### src/rtl/ispd_pkg.sv
// Purpose: shared constants and types of the input source power-up block
// Assumes: pclk at 10 MHz, apb with 32-bit data
// Notes: analog comparators arrive as one packed struct of levels
package ispd_pkg;

  // ==========================================================
  // clock and timing
  localparam int unsigned CLK_HZ = 10_000_000;
  localparam int unsigned CYC_PER_MS = CLK_HZ / 1000;
  localparam int unsigned CYC_PER_US = CLK_HZ / 1_000_000;
  localparam int unsigned GATE_DLY_MS = 220;   // supply qualify time
  localparam int unsigned LOAD_TEST_MS = 30;   // test load window
  localparam int unsigned RETRY_MS = 2000;     // retry period, two seconds
  localparam int unsigned INT_PULSE_US = 100;  // interrupt low time
  localparam int unsigned GATE_DLY_CYC = GATE_DLY_MS * CYC_PER_MS;
  localparam int unsigned LOAD_TEST_CYC = LOAD_TEST_MS * CYC_PER_MS;
  localparam int unsigned RETRY_CYC = RETRY_MS * CYC_PER_MS;
  localparam int unsigned INT_PULSE_CYC = INT_PULSE_US * CYC_PER_US;
  localparam int unsigned TMR_W = 25;          // holds the longest count
  localparam int unsigned INT_W = 12;

  // ==========================================================
  // register map (byte addresses)
  localparam logic [7:0] CTRL_OFS = 8'h00;
  localparam logic [7:0] ILIM_OFS = 8'h04;
  localparam logic [7:0] STATUS_OFS = 8'h08;
  // ctrl fields
  localparam int unsigned CTRL_KICK_BIT = 0;
  localparam int unsigned CTRL_FORCE_BIT = 1;
  localparam int unsigned CTRL_DP_LSB = 2;
  localparam int unsigned CTRL_DM_LSB = 4;
  localparam int unsigned CTRL_BSW_OFF_BIT = 6;
  // status fields
  localparam int unsigned ST_IGOOD_BIT = 0;
  localparam int unsigned ST_PGOOD_BIT = 1;
  localparam int unsigned ST_TYPE_LSB = 2;
  localparam int unsigned ST_HOST_BIT = 5;
  localparam int unsigned ST_GATE_BIT = 6;
  localparam int unsigned ST_HIZ_BIT = 7;
  localparam int unsigned ST_SLEEP_BIT = 8;
  localparam int unsigned ST_STATE_LSB = 9;

  // ==========================================================
  // current limit code: 100 mA per step from 100 mA
  localparam int unsigned ILIM_OFS_MA = 100;
  localparam int unsigned ILIM_LSB_MA = 100;
  localparam int unsigned LIM_SDP_MA = 500;
  localparam int unsigned LIM_ADAPT_MA = 2400;
  localparam int unsigned LIM_CDP_MA = 1500;
  localparam int unsigned LIM_DIV1_MA = 2100;
  localparam int unsigned LIM_DIV2_MA = 2000;
  localparam int unsigned LIM_DIV3_MA = 1000;
  localparam int unsigned LIM_DIV4_MA = 2400;

  // source type status codes
  localparam logic [2:0] TYPE_NONE = 3'h0;
  localparam logic [2:0] TYPE_SDP = 3'h1;
  localparam logic [2:0] TYPE_ADAPT = 3'h2;
  localparam logic [2:0] TYPE_CDP = 3'h3;
  localparam logic [2:0] TYPE_UNKNOWN = 3'h5;

  // analog detector answers
  localparam logic [2:0] BC_SDP = 3'h0;
  localparam logic [2:0] BC_CDP = 3'h1;
  localparam logic [2:0] BC_DCP = 3'h2;
  localparam logic [2:0] BC_DCD_TMO = 3'h3;
  localparam logic [1:0] WIN_1P2 = 2'h1;
  localparam logic [1:0] WIN_2P0 = 2'h2;
  localparam logic [1:0] WIN_2P7 = 2'h3;
  localparam logic [1:0] DRV_HIZ = 2'h0;

  typedef enum logic [2:0] {
    S_HIZ = 3'b000,
    S_LOAD_TEST = 3'b001,
    S_RETRY = 3'b010,
    S_DETECT = 3'b011,
    S_RUN = 3'b100
  } ispd_state_type;

  // comparator and pin levels from the analog side
  typedef struct packed {
    logic supply_ok;        // max(vin, vbat) above uvlo
    logic vac_present;
    logic vac_above_sleepz;
    logic vbus_below_sleep;
    logic boost_mode;
    logic vbus_below_ov;
    logic vbus_above_min;
    logic bat_above_depl;
    logic bat_overcurrent;
    logic supplement;
    logic select_pin;
    logic bc_done;
    logic [2:0] bc_class;
    logic [1:0] dp_win;
    logic [1:0] dm_win;
  } ispd_sense_type;

  typedef struct packed {
    logic [4:0] code;
    logic [2:0] stype;
  } ispd_result_type;

endpackage

### src/rtl/ispd_top.sv
// Purpose: power-up sequencing and source detection with apb registers
// Assumes: comparators are asynchronous levels; bc_class and windows
//   stay stable while bc_done is high
// Notes: all sequencing delays are counted on pclk

// Summary of operation
// supply under uvlo resets state, settings and results
// battery only: switch closed, gate supply off
// supplement overcurrent opens switch, sets off bit
// switch stays open until input or re-enable
// regulator, qualify, detect, limit, then converter
// gate supply after conditions hold 220ms
// 25mA load for 30ms, within ov and min
// failed qualification retried every two seconds
// pass sets input good, pulses interrupt
// detection only when powered and input good
// detection loads limit, good, type, interrupt
// limit code always applied, host may overwrite
// default mode follows pin, host needs force
// pin high 500mA/001, low 2400mA/010
// bc1.2: sdp 500, cdp 1500, dcp 2400
// timeout: dividers give 2.1, 2, 1, 2.4A
// force starts detection, clears when done
// d+/d- drive levels ignored during detection
// sleep stops converter switching
// high impedance: blocking switch and regulator off
// watchdog kick enters host mode
// delays counted on the internal clock
// interrupt is one fixed low pulse
module ispd_top
  import ispd_pkg::*;
#(
  parameter int unsigned GATE_DLY_CYC_P = GATE_DLY_CYC,
  parameter int unsigned LOAD_TEST_CYC_P = LOAD_TEST_CYC,
  parameter int unsigned RETRY_CYC_P = RETRY_CYC,
  parameter bit DPDM_VARIANT = 1'b0
) (
  input wire logic pclk,
  input wire logic presetn,
  input wire logic psel,
  input wire logic penable,
  input wire logic pwrite,
  input wire logic [7:0] paddr,
  input wire logic [31:0] pwdata,
  output logic [31:0] prdata,
  output logic pready,
  output logic pslverr,
  input wire ispd_sense_type sense_async,
  output logic gate_supply_on,
  output logic blocking_switch_on,
  output logic battery_switch_on,
  output logic test_load_on,
  output logic converter_on,
  output logic bc_detect_run,
  output logic [4:0] input_current_limit,
  output logic [1:0] dplus_level,
  output logic dplus_oe,
  output logic [1:0] dminus_level,
  output logic dminus_oe,
  output logic host_interrupt_n_o,
  output logic host_interrupt_n_oe
);
  // ==========================================================
  // parameter checks
  generate
    if (GATE_DLY_CYC_P < 1 || GATE_DLY_CYC_P >= (1 << TMR_W))
      $error("gate delay count out of range");
    if (LOAD_TEST_CYC_P < 1 || LOAD_TEST_CYC_P >= (1 << TMR_W))
      $error("load test count out of range");
    if (RETRY_CYC_P < 1 || RETRY_CYC_P >= (1 << TMR_W))
      $error("retry count out of range");
  endgenerate
  localparam logic [TMR_W-1:0] GATE_LAST = TMR_W'(GATE_DLY_CYC_P - 1);
  localparam logic [TMR_W-1:0] LOAD_LAST = TMR_W'(LOAD_TEST_CYC_P - 1);
  localparam logic [TMR_W-1:0] RETRY_LAST = TMR_W'(RETRY_CYC_P - 1);
  localparam logic [INT_W-1:0] INT_LAST = INT_W'(INT_PULSE_CYC - 1);
  localparam logic [4:0] ILIM_RESET = 5'h04;  // 500 ma after reset
  // converts a limit in ma to the five-bit code
  function automatic logic [4:0] ma_code(input int unsigned ma);
    ma_code = 5'((ma - ILIM_OFS_MA) / ILIM_LSB_MA);
  endfunction
  // classifies the analog detector answer
  function automatic ispd_result_type bc_map(input logic [2:0] cls,
      input logic [1:0] dp, input logic [1:0] dm);
    bc_map = '{code: ma_code(LIM_SDP_MA), stype: TYPE_UNKNOWN};
    case (cls)
      BC_SDP: bc_map = '{code: ma_code(LIM_SDP_MA), stype: TYPE_SDP};
      BC_CDP: bc_map = '{code: ma_code(LIM_CDP_MA), stype: TYPE_CDP};
      BC_DCP: bc_map = '{code: ma_code(LIM_ADAPT_MA), stype: TYPE_ADAPT};
      BC_DCD_TMO: begin
        // non-standard dividers by d+/d- windows; else unknown 500 ma
        if (dp == WIN_2P7 && dm == WIN_2P0) begin
          bc_map = '{code: ma_code(LIM_DIV1_MA), stype: TYPE_ADAPT};
        end else if (dp == WIN_1P2 && dm == WIN_1P2) begin
          bc_map = '{code: ma_code(LIM_DIV2_MA), stype: TYPE_ADAPT};
        end else if (dp == WIN_2P0 && dm == WIN_2P7) begin
          bc_map = '{code: ma_code(LIM_DIV3_MA), stype: TYPE_ADAPT};
        end else if (dp == WIN_2P7 && dm == WIN_2P7) begin
          bc_map = '{code: ma_code(LIM_DIV4_MA), stype: TYPE_ADAPT};
        end
      end
      default: bc_map = '{code: ma_code(LIM_SDP_MA), stype: TYPE_UNKNOWN};
    endcase
  endfunction
  // ==========================================================
  // synchronisers for all analog levels
  ispd_sense_type sense_meta_reg;  // first stage, read only by second
  ispd_sense_type sense;           // second stage, safe to use
  always_ff @(posedge pclk or negedge presetn) begin
    if (!presetn) begin
      sense_meta_reg <= '0;
      sense <= '0;
    end else begin
      sense_meta_reg <= sense_async;
      sense <= sense_meta_reg;
    end
  end
  // soft power-on reset while the selected supply is under uvlo
  logic por;
  assign por = !sense.supply_ok;
  // ==========================================================
  // declarations
  ispd_state_type state_reg;
  logic [TMR_W-1:0] timer_reg;
  logic host_mode_reg;          // set by watchdog kick
  logic force_reg;              // force source detection
  logic [1:0] dp_set_reg;
  logic [1:0] dm_set_reg;
  logic bsw_off_reg;            // battery switch forced open
  logic [4:0] ilim_reg;
  logic igood_reg;
  logic pgood_reg;
  logic [2:0] stype_reg;
  logic int_req;                // one-cycle notification request
  logic [INT_W-1:0] int_cnt_reg;
  logic int_act_reg;
  logic gate_cond;
  logic src_ok;
  logic sleep;
  logic detect_done;
  ispd_result_type det_res;
  ispd_result_type pin_res;
  logic wr;
  logic setup_rd;
  logic mapped;

  // gate supply conditions in buck or boost direction
  assign gate_cond = sense.vac_present && (sense.boost_mode ?
      sense.vbus_below_sleep : sense.vac_above_sleepz);
  assign src_ok = sense.vbus_below_ov && sense.vbus_above_min;
  assign sleep = !sense.vac_above_sleepz;
  // pin variant answer
  assign pin_res = sense.select_pin ?
      ispd_result_type'{code: ma_code(LIM_SDP_MA), stype: TYPE_SDP} :
      ispd_result_type'{code: ma_code(LIM_ADAPT_MA), stype: TYPE_ADAPT};
  assign det_res = DPDM_VARIANT ?
      bc_map(sense.bc_class, sense.dp_win, sense.dm_win) :
      pin_res;  // see R15
  // detection finishes: d+/d- needs the analog done, pin needs force
  // in host mode, otherwise samples at once
  assign detect_done = (state_reg == S_DETECT) && (DPDM_VARIANT ?
      sense.bc_done : (!host_mode_reg || force_reg));  // see R13
  // ==========================================================
  // apb decode: zero wait states, unmapped offsets answer an error
  assign wr = psel && penable && pwrite;
  assign setup_rd = psel && !penable && !pwrite;
  assign mapped = (paddr == CTRL_OFS) || (paddr == ILIM_OFS) ||
      (paddr == STATUS_OFS);
  assign pready = 1'b1;
  assign pslverr = psel && penable && !mapped;
  // read data captured in the setup cycle so it comes from a flop
  always_ff @(posedge pclk or negedge presetn) begin
    if (!presetn) begin
      prdata <= '0;
    end else if (setup_rd) begin
      prdata <= '0;
      case (paddr)
        CTRL_OFS: begin
          // kick reads as zero
          prdata[CTRL_FORCE_BIT] <= force_reg;
          prdata[CTRL_DP_LSB +: 2] <= dp_set_reg;
          prdata[CTRL_DM_LSB +: 2] <= dm_set_reg;
          prdata[CTRL_BSW_OFF_BIT] <= bsw_off_reg;
        end
        ILIM_OFS: prdata[4:0] <= ilim_reg;
        STATUS_OFS: begin
          prdata[ST_IGOOD_BIT] <= igood_reg;
          prdata[ST_PGOOD_BIT] <= pgood_reg;
          prdata[ST_TYPE_LSB +: 3] <= stype_reg;
          prdata[ST_HOST_BIT] <= host_mode_reg;
          prdata[ST_GATE_BIT] <= gate_supply_on;
          prdata[ST_HIZ_BIT] <= !gate_supply_on;
          prdata[ST_SLEEP_BIT] <= sleep;
          prdata[ST_STATE_LSB +: 3] <= state_reg;
        end
        default: prdata <= '0;  // unmapped reads zero
      endcase
    end
  end
  // ==========================================================
  // power-up sequencer with one shared delay counter
  always_ff @(posedge pclk or negedge presetn) begin
    if (!presetn) begin
      state_reg <= S_HIZ;
      timer_reg <= '0;
    end else if (por) begin
      state_reg <= S_HIZ;
      timer_reg <= '0;
    end else if (state_reg != S_HIZ && !gate_cond) begin
      // input lost: drop back to high impedance
      state_reg <= S_HIZ;
      timer_reg <= '0;
    end else begin
      case (state_reg)
        S_HIZ: begin
          // conditions must hold without a break for the full delay
          if (!gate_cond) begin
            timer_reg <= '0;
          end else if (timer_reg == GATE_LAST) begin
            timer_reg <= '0;
            state_reg <= S_LOAD_TEST;  // see R6
          end else begin
            timer_reg <= timer_reg + 1'b1;
          end
        end
        S_LOAD_TEST: begin
          if (!src_ok) begin
            timer_reg <= '0;
            state_reg <= S_RETRY;
          end else if (timer_reg == LOAD_LAST) begin
            timer_reg <= '0;
            state_reg <= S_DETECT;  // see R7
          end else begin
            timer_reg <= timer_reg + 1'b1;
          end
        end
        S_RETRY: begin
          // counts from the failed test to the next one
          if (timer_reg == RETRY_LAST) begin
            timer_reg <= '0;
            state_reg <= S_LOAD_TEST;  // see R8
          end else begin
            timer_reg <= timer_reg + 1'b1;
          end
        end
        S_DETECT: begin
          if (detect_done) begin
            state_reg <= S_RUN;
          end
        end
        S_RUN: begin
          // a forced detection reruns the type detection
          if (host_mode_reg && force_reg) begin
            state_reg <= S_DETECT;
          end
        end
        default: begin
          state_reg <= S_HIZ;
          timer_reg <= '0;
        end
      endcase
    end
  end
  // ==========================================================
  // mode and drive settings written by software
  always_ff @(posedge pclk or negedge presetn) begin
    if (!presetn) begin
      host_mode_reg <= 1'b0;
      dp_set_reg <= DRV_HIZ;
      dm_set_reg <= DRV_HIZ;
    end else if (por) begin
      host_mode_reg <= 1'b0;
      dp_set_reg <= DRV_HIZ;
      dm_set_reg <= DRV_HIZ;
    end else if (wr && paddr == CTRL_OFS) begin
      if (pwdata[CTRL_KICK_BIT]) begin
        host_mode_reg <= 1'b1;
      end
      dp_set_reg <= pwdata[CTRL_DP_LSB +: 2];
      dm_set_reg <= pwdata[CTRL_DM_LSB +: 2];
    end
  end

  // force bit: cleared by hardware when the detection completes;
  // a write of one in that same cycle wins so the request is kept
  always_ff @(posedge pclk or negedge presetn) begin
    if (!presetn) begin
      force_reg <= 1'b0;
    end else if (por) begin
      force_reg <= 1'b0;
    end else if (wr && paddr == CTRL_OFS && host_mode_reg &&
        pwdata[CTRL_FORCE_BIT]) begin
      force_reg <= 1'b1;
    end else if (detect_done || state_reg == S_HIZ) begin
      force_reg <= 1'b0;
    end
  end

  // battery switch off bit: the hardware set wins over a clear
  always_ff @(posedge pclk or negedge presetn) begin
    if (!presetn) begin
      bsw_off_reg <= 1'b0;
    end else if (por) begin
      bsw_off_reg <= 1'b0;
    end else if (sense.supplement && sense.bat_overcurrent) begin
      bsw_off_reg <= 1'b1;
    end else if (state_reg == S_HIZ && gate_cond) begin
      bsw_off_reg <= 1'b0;  // input applied
    end else if (wr && paddr == CTRL_OFS) begin
      bsw_off_reg <= pwdata[CTRL_BSW_OFF_BIT];  // re-enable
    end
  end
  // ==========================================================
  // detection results and flags
  always_ff @(posedge pclk or negedge presetn) begin
    if (!presetn) begin
      igood_reg <= 1'b0;
      pgood_reg <= 1'b0;
      stype_reg <= TYPE_NONE;
    end else if (por || state_reg == S_HIZ) begin
      igood_reg <= 1'b0;
      pgood_reg <= 1'b0;
      stype_reg <= TYPE_NONE;
    end else begin
      if (state_reg == S_LOAD_TEST && src_ok &&
          timer_reg == LOAD_LAST) begin
        igood_reg <= 1'b1;
      end
      if (detect_done) begin
        pgood_reg <= 1'b1;
        stype_reg <= det_res.stype;
      end else if (!DPDM_VARIANT && !host_mode_reg &&
          state_reg == S_RUN) begin
        stype_reg <= pin_res.stype;
      end
    end
  end

  // limit code: a host write wins over a hardware load in one cycle
  always_ff @(posedge pclk or negedge presetn) begin
    if (!presetn) begin
      ilim_reg <= ILIM_RESET;
    end else if (por) begin
      ilim_reg <= ILIM_RESET;
    end else if (wr && paddr == ILIM_OFS) begin
      ilim_reg <= pwdata[4:0];
    end else if (detect_done) begin
      ilim_reg <= det_res.code;
    end else if (!DPDM_VARIANT && !host_mode_reg &&
        state_reg == S_RUN) begin
      ilim_reg <= pin_res.code;  // default mode tracks pin
    end
  end
  // ==========================================================
  // host interrupt: one fixed-length low pulse per notification;
  // a request during a pulse merges into it
  assign int_req = (state_reg == S_LOAD_TEST && src_ok &&
      timer_reg == LOAD_LAST) || detect_done;  // see R9
  always_ff @(posedge pclk or negedge presetn) begin
    if (!presetn) begin
      int_act_reg <= 1'b0;
      int_cnt_reg <= '0;
    end else if (int_req && !int_act_reg) begin
      int_act_reg <= 1'b1;
      int_cnt_reg <= '0;
    end else if (int_act_reg) begin
      if (int_cnt_reg == INT_LAST) begin
        int_act_reg <= 1'b0;
      end else begin
        int_cnt_reg <= int_cnt_reg + 1'b1;
      end
    end
  end
  // open drain: enable pulls the line low, released otherwise
  assign host_interrupt_n_o = 1'b0;
  assign host_interrupt_n_oe = int_act_reg;
  // ==========================================================
  // power switch and drive outputs
  assign gate_supply_on = (state_reg != S_HIZ);  // see R6
  assign blocking_switch_on = gate_supply_on;
  assign test_load_on = (state_reg == S_LOAD_TEST);
  // converter waits for a limit and stops in sleep
  assign converter_on = (state_reg == S_RUN) && !sleep;
  assign battery_switch_on = sense.bat_above_depl && !bsw_off_reg &&
      !(sense.supplement && sense.bat_overcurrent);  // see R2
  assign input_current_limit = ilim_reg;
  assign bc_detect_run = DPDM_VARIANT && (state_reg == S_DETECT);

  // drive settings take effect only outside detection
  assign dplus_level = dp_set_reg;
  assign dminus_level = dm_set_reg;
  assign dplus_oe = !bc_detect_run && dp_set_reg != DRV_HIZ;
  assign dminus_oe = !bc_detect_run && dm_set_reg != DRV_HIZ;
endmodule

### config.mk
export PLATFORM = sky130hd
export DESIGN_NAME = ispd_top
export DESIGN_NICKNAME = d
export VERILOG_FILES = /design/src/rtl/ispd_pkg.sv /design/src/rtl/ispd_top.sv
export SDC_FILE = /design/constraint.sdc
export NUM_CORES = 1
export LEC_CHECK = 0
export BUFFER_PORTS_ARGS = -buffer_cell sky130_fd_sc_hd__buf_2
export CAP_MARGIN = 40
export CORE_ASPECT_RATIO = 1.75
export CORE_MARGIN = 3
export CORE_UTILIZATION = 45
export DETAILED_ROUTE_END_ITERATION = 10
export GPL_TIMING_DRIVEN = 0
export PLACE_DENSITY = 0.65
export RECOVER_POWER = 100
export SKIP_CTS_REPAIR_TIMING = 1
export SYNTH_ARGS = -nofsm -noshare
export SYNTH_HDL_FRONTEND = slang
export SYNTH_SLANG_ARGS = --single-unit
export TNS_END_PERCENT = 30
### constraint.sdc
create_clock -name pclk -period 3.79 [get_ports pclk]
set_input_delay 0.1895 -clock pclk [delete_from_list [all_inputs] [get_ports pclk]]
set_output_delay 0.1895 -clock pclk [all_outputs]
set_load 0.05 [all_outputs]
==> results.sh <==
export IMPL_cp_arrival_ns=3.15
export IMPL_synth_largest_area_cell="dfrtp_1"
export IMPL_critPathLaunchType="register"
export IMPL_clock_sinks=91
export IMPL_core_mm2=0.00991
export IMPL_clockBufferDepth=2
export IMPL_finalWirelength_mm=10.9
export IMPL_p_int_mw=1.71
export IMPL_dp_hpwl_mm=8.11
export IMPL_htree_num_levels=3
export IMPL_power_density_mw_per_mm2=398
export IMPL_ios=117
export IMPL_synth_area_top_cells="dfrtp_1 (49%), buf_4 (4.1%), nand2_1 (3.9%)"
export IMPL_dr_pass1_iters=4
export IMPL_nFillCells=925
export IMPL_post_route_util=0.563
export IMPL_final_setup_tns_ns=0
export IMPL_grt_pass1_vias=3622
export IMPL_drv_slew=40
export IMPL_maxCapViolCount=1
export IMPL_synth_seq_area_share=0.495
export IMPL_largest_register_ffs=25
export IMPL_worstPathMaxFanout=10
export IMPL_path_clk_slew_ns=0.07
export IMPL_cp_end_kind="register"
export IMPL_grt_pass1_wl_mm=17.4
export IMPL_numCtsBuffers=9
export IMPL_grt_usage=0.199
export IMPL_seqPwrFrac=0.449
export IMPL_place_congestion=0.838
export IMPL_dr_total_vias=3814
export IMPL_die_y_um=140
export IMPL_tritoncts="yes"
export IMPL_power_switching_mw=0.512
export IMPL_critPathRequiredTime_ns=4.03
export IMPL_skew_ns=0.0105
export IMPL_port_buffers=58
export IMPL_grt_max_degree=53
export IMPL_antenna_found_initial=0
export IMPL_pwr_share_clk=0.467
export IMPL_status="finished, violations left"
export IMPL_via_per_inst=5.36
export IMPL_remaining_drc_errors=0
export IMPL_final_antenna_net_count=0
export IMPL_fin_crit_ns=2.91
export IMPL_instances_no_fill=712
export IMPL_wire_per_inst_um=15.4
export IMPL_period_share=0.769
export IMPL_yosysUniqueCellTypes=67
export IMPL_vdd_drop_max_uv=305
export IMPL_violations="max-capacitance violations, max-slew violations"
export IMPL_synth_seq_cells=91
export IMPL_slew_headroom=-0.476
export IMPL_tightest_slew_ns=2.21
export IMPL_antenna_cells=0
export IMPL_start_util=0.465
export IMPL_synth_edf_count=0
export IMPL_drive_gt1_frac=0.147
export IMPL_die_w_um=82.5
export IMPL_hold_violations=0
export IMPL_rsz0062_at_grt="false"
export IMPL_ys_warn_count=0
export IMPL_min_path_type="primary input to register"
export IMPL_num_rows=48
export IMPL_syn_instance_count=476
export IMPL_clk_latency_ns=0.34
export IMPL_root_buffer="clkbuf_16"
export IMPL_syn_area_mm2=0.00460
export IMPL_dr_first_iter_drc_count=183
export IMPL_power_leakage_nw=2.53
export IMPL_hold_slack_ns=0.0853
export IMPL_switching_share=0.230
export IMPL_p_total_mw=2.22
export IMPL_nets=648
export IMPL_path_class="register to register"
export IMPL_final_setup_viol_count=0
export IMPL_comb_power_share=0.084
export IMPL_overflow=0
export IMPL_place_inst=683
export IMPL_synthFlopType="dfrtp_1"
export IMPL_synth_top_area_share=0.489
export IMPL_avgSynthCellArea_um2=9.67
export IMPL_dieArea_mm2=0.0115
export IMPL_fmax_mhz=343
export IMPL_syn2layout_area_growth_pct=21.1
export IMPL_postSynth_asyncResetShare=1.00
[power by group through the flow]
| stage | logic (mW) | clock network (mW) | registers [mW] |
|---|---|---|---|
| 6_report | 0.188 | 1.04 | 0.996 |
| 5_1_grt | 0.203 | 1.11 | 0.997 |
| 4_1_cts | 0.181 | 1.07 | 0.996 |
| 3_5_place_dp | 0.181 | 0 | 1.01 |
| 3_3_place_gp | 0.176 | 0 | 1.01 |
| 2_1_floorplan | 0.115 | 0 | 1.02 |
[routing by layer]
layer  part of all wire  GRT usage  vias up
li1                   -          -     1864
met1               0.38      0.218     1830
met2               0.55      0.346       92
met3              0.043     0.0421       28
met4              0.032      0.104        0
met5                  0          0        -
[cell type report]
| cell class | instances | area, um^2 | share of cell area |
|---|---|---|---|
| multi-input cells | 347 | 2060 | 0.369 |
| clock buffers | 10 | 239 | 0.0429 |
| clock inverters | 6 | 111 | 0.0200 |
| flip-flops and latches | 91 | 2280 | 0.409 |
| inverters | 16 | 60.1 | 0.0108 |
| well taps | 125 | 156 | 0.0280 |
| repair buffers | 74 | 409 | 0.0734 |
| plain buffers | 43 | 263 | 0.0471 |
[per-stage QoR]
step | worst slack (ns) | area [um^2]
after floorplan | 1.06 | 4680
after global placement | 1.13 | 5130
after detailed placement | 1.12 | 5170
after CTS | 1.11 | 5520
after global routing | 0.632 | 5580
final | 0.877 | 5580
[critical path: stages (launching register included)]
cell and delay [ns]:
dfrtp_1 0.36, clkbuf_1 0.19, or4_1 0.55, nor3_1 0.42, a31o_2 0.26, a31o_1 0.14
clkbuf_1 0.41, buf_6 0.22, o21ai_0 0.08, a21o_1 0.18
[path summary, 6_finish.rpt]
kind / slack (ns) / cells past startpoint / startpoint / to
setup reg to reg: 0.88 / 9 / timer_reg[11] / timer_reg[2]
hold reg to reg: 0.35 / 0 / sense_meta_reg[9] / sense[9]
min in group asynchronous: 1.05 / 2 / presetn / int_cnt_reg[4]
setup / recovery: 0.88 / 9 / timer_reg[11] / timer_reg[2]
max in group asynchronous: 1.48 / 2 / presetn / dplus_level[1]
hold / removal: 0.09 / 3 / pwdata[2] / input_current_limit[2]
[placed cells by master, fill, tap and decap left out, types with 4 or more instances in the layout]
cell            n
buf_2          28
and4_1          4
o21ai_0        23
buf_4          24
nor2_1         37
a211o_1         4
conb_1         23
or2_2           5
xnor2_1         8
dlygate4sd3_1  12
nor3_1         14
mux2i_1         8
clkbuf_16       9
clkbuf_1       50
nor3b_1         4
nand2b_1        4
a21o_1          8
a21boi_0        6
and3_1          7
nand3_1        27
a21oi_1        28
nand2_1        48
nand4_1         9
a22o_1          7
xor2_1          7
or3_1           9
inv_1          16
dfrtp_1        90
nor4_1          4
[synthesized netlist by cell type, types with 7 or more instances]
cell type   n
o21ai_0    22
dfrtp_1    90
a22o_1      7
nor3_1     12
or3_1       9
a21o_1      8
nand2_1    48
mux2i_1     8
buf_4      25
nand4_1     9
clkbuf_1   12
xor2_1      7
nor2_1     37
inv_1      16
xnor2_1     8
a21oi_1    28
and3_1      7
nand3_1    27
[logic make-up after synthesis]
family,after synthesis,synth area share
AOI/OAI and AO/OA,102,0.150
other,2,0.00163
muxes,10,0.0223
xor gates and xnor gates,15,0.0285
adders and majority gates,3,0.00761
and+or+nand+nor,194,0.223
buffers and inverters,59,0.0712
DFF,91,0.495
Note: power is estimated with default switching activity, not from simulation.
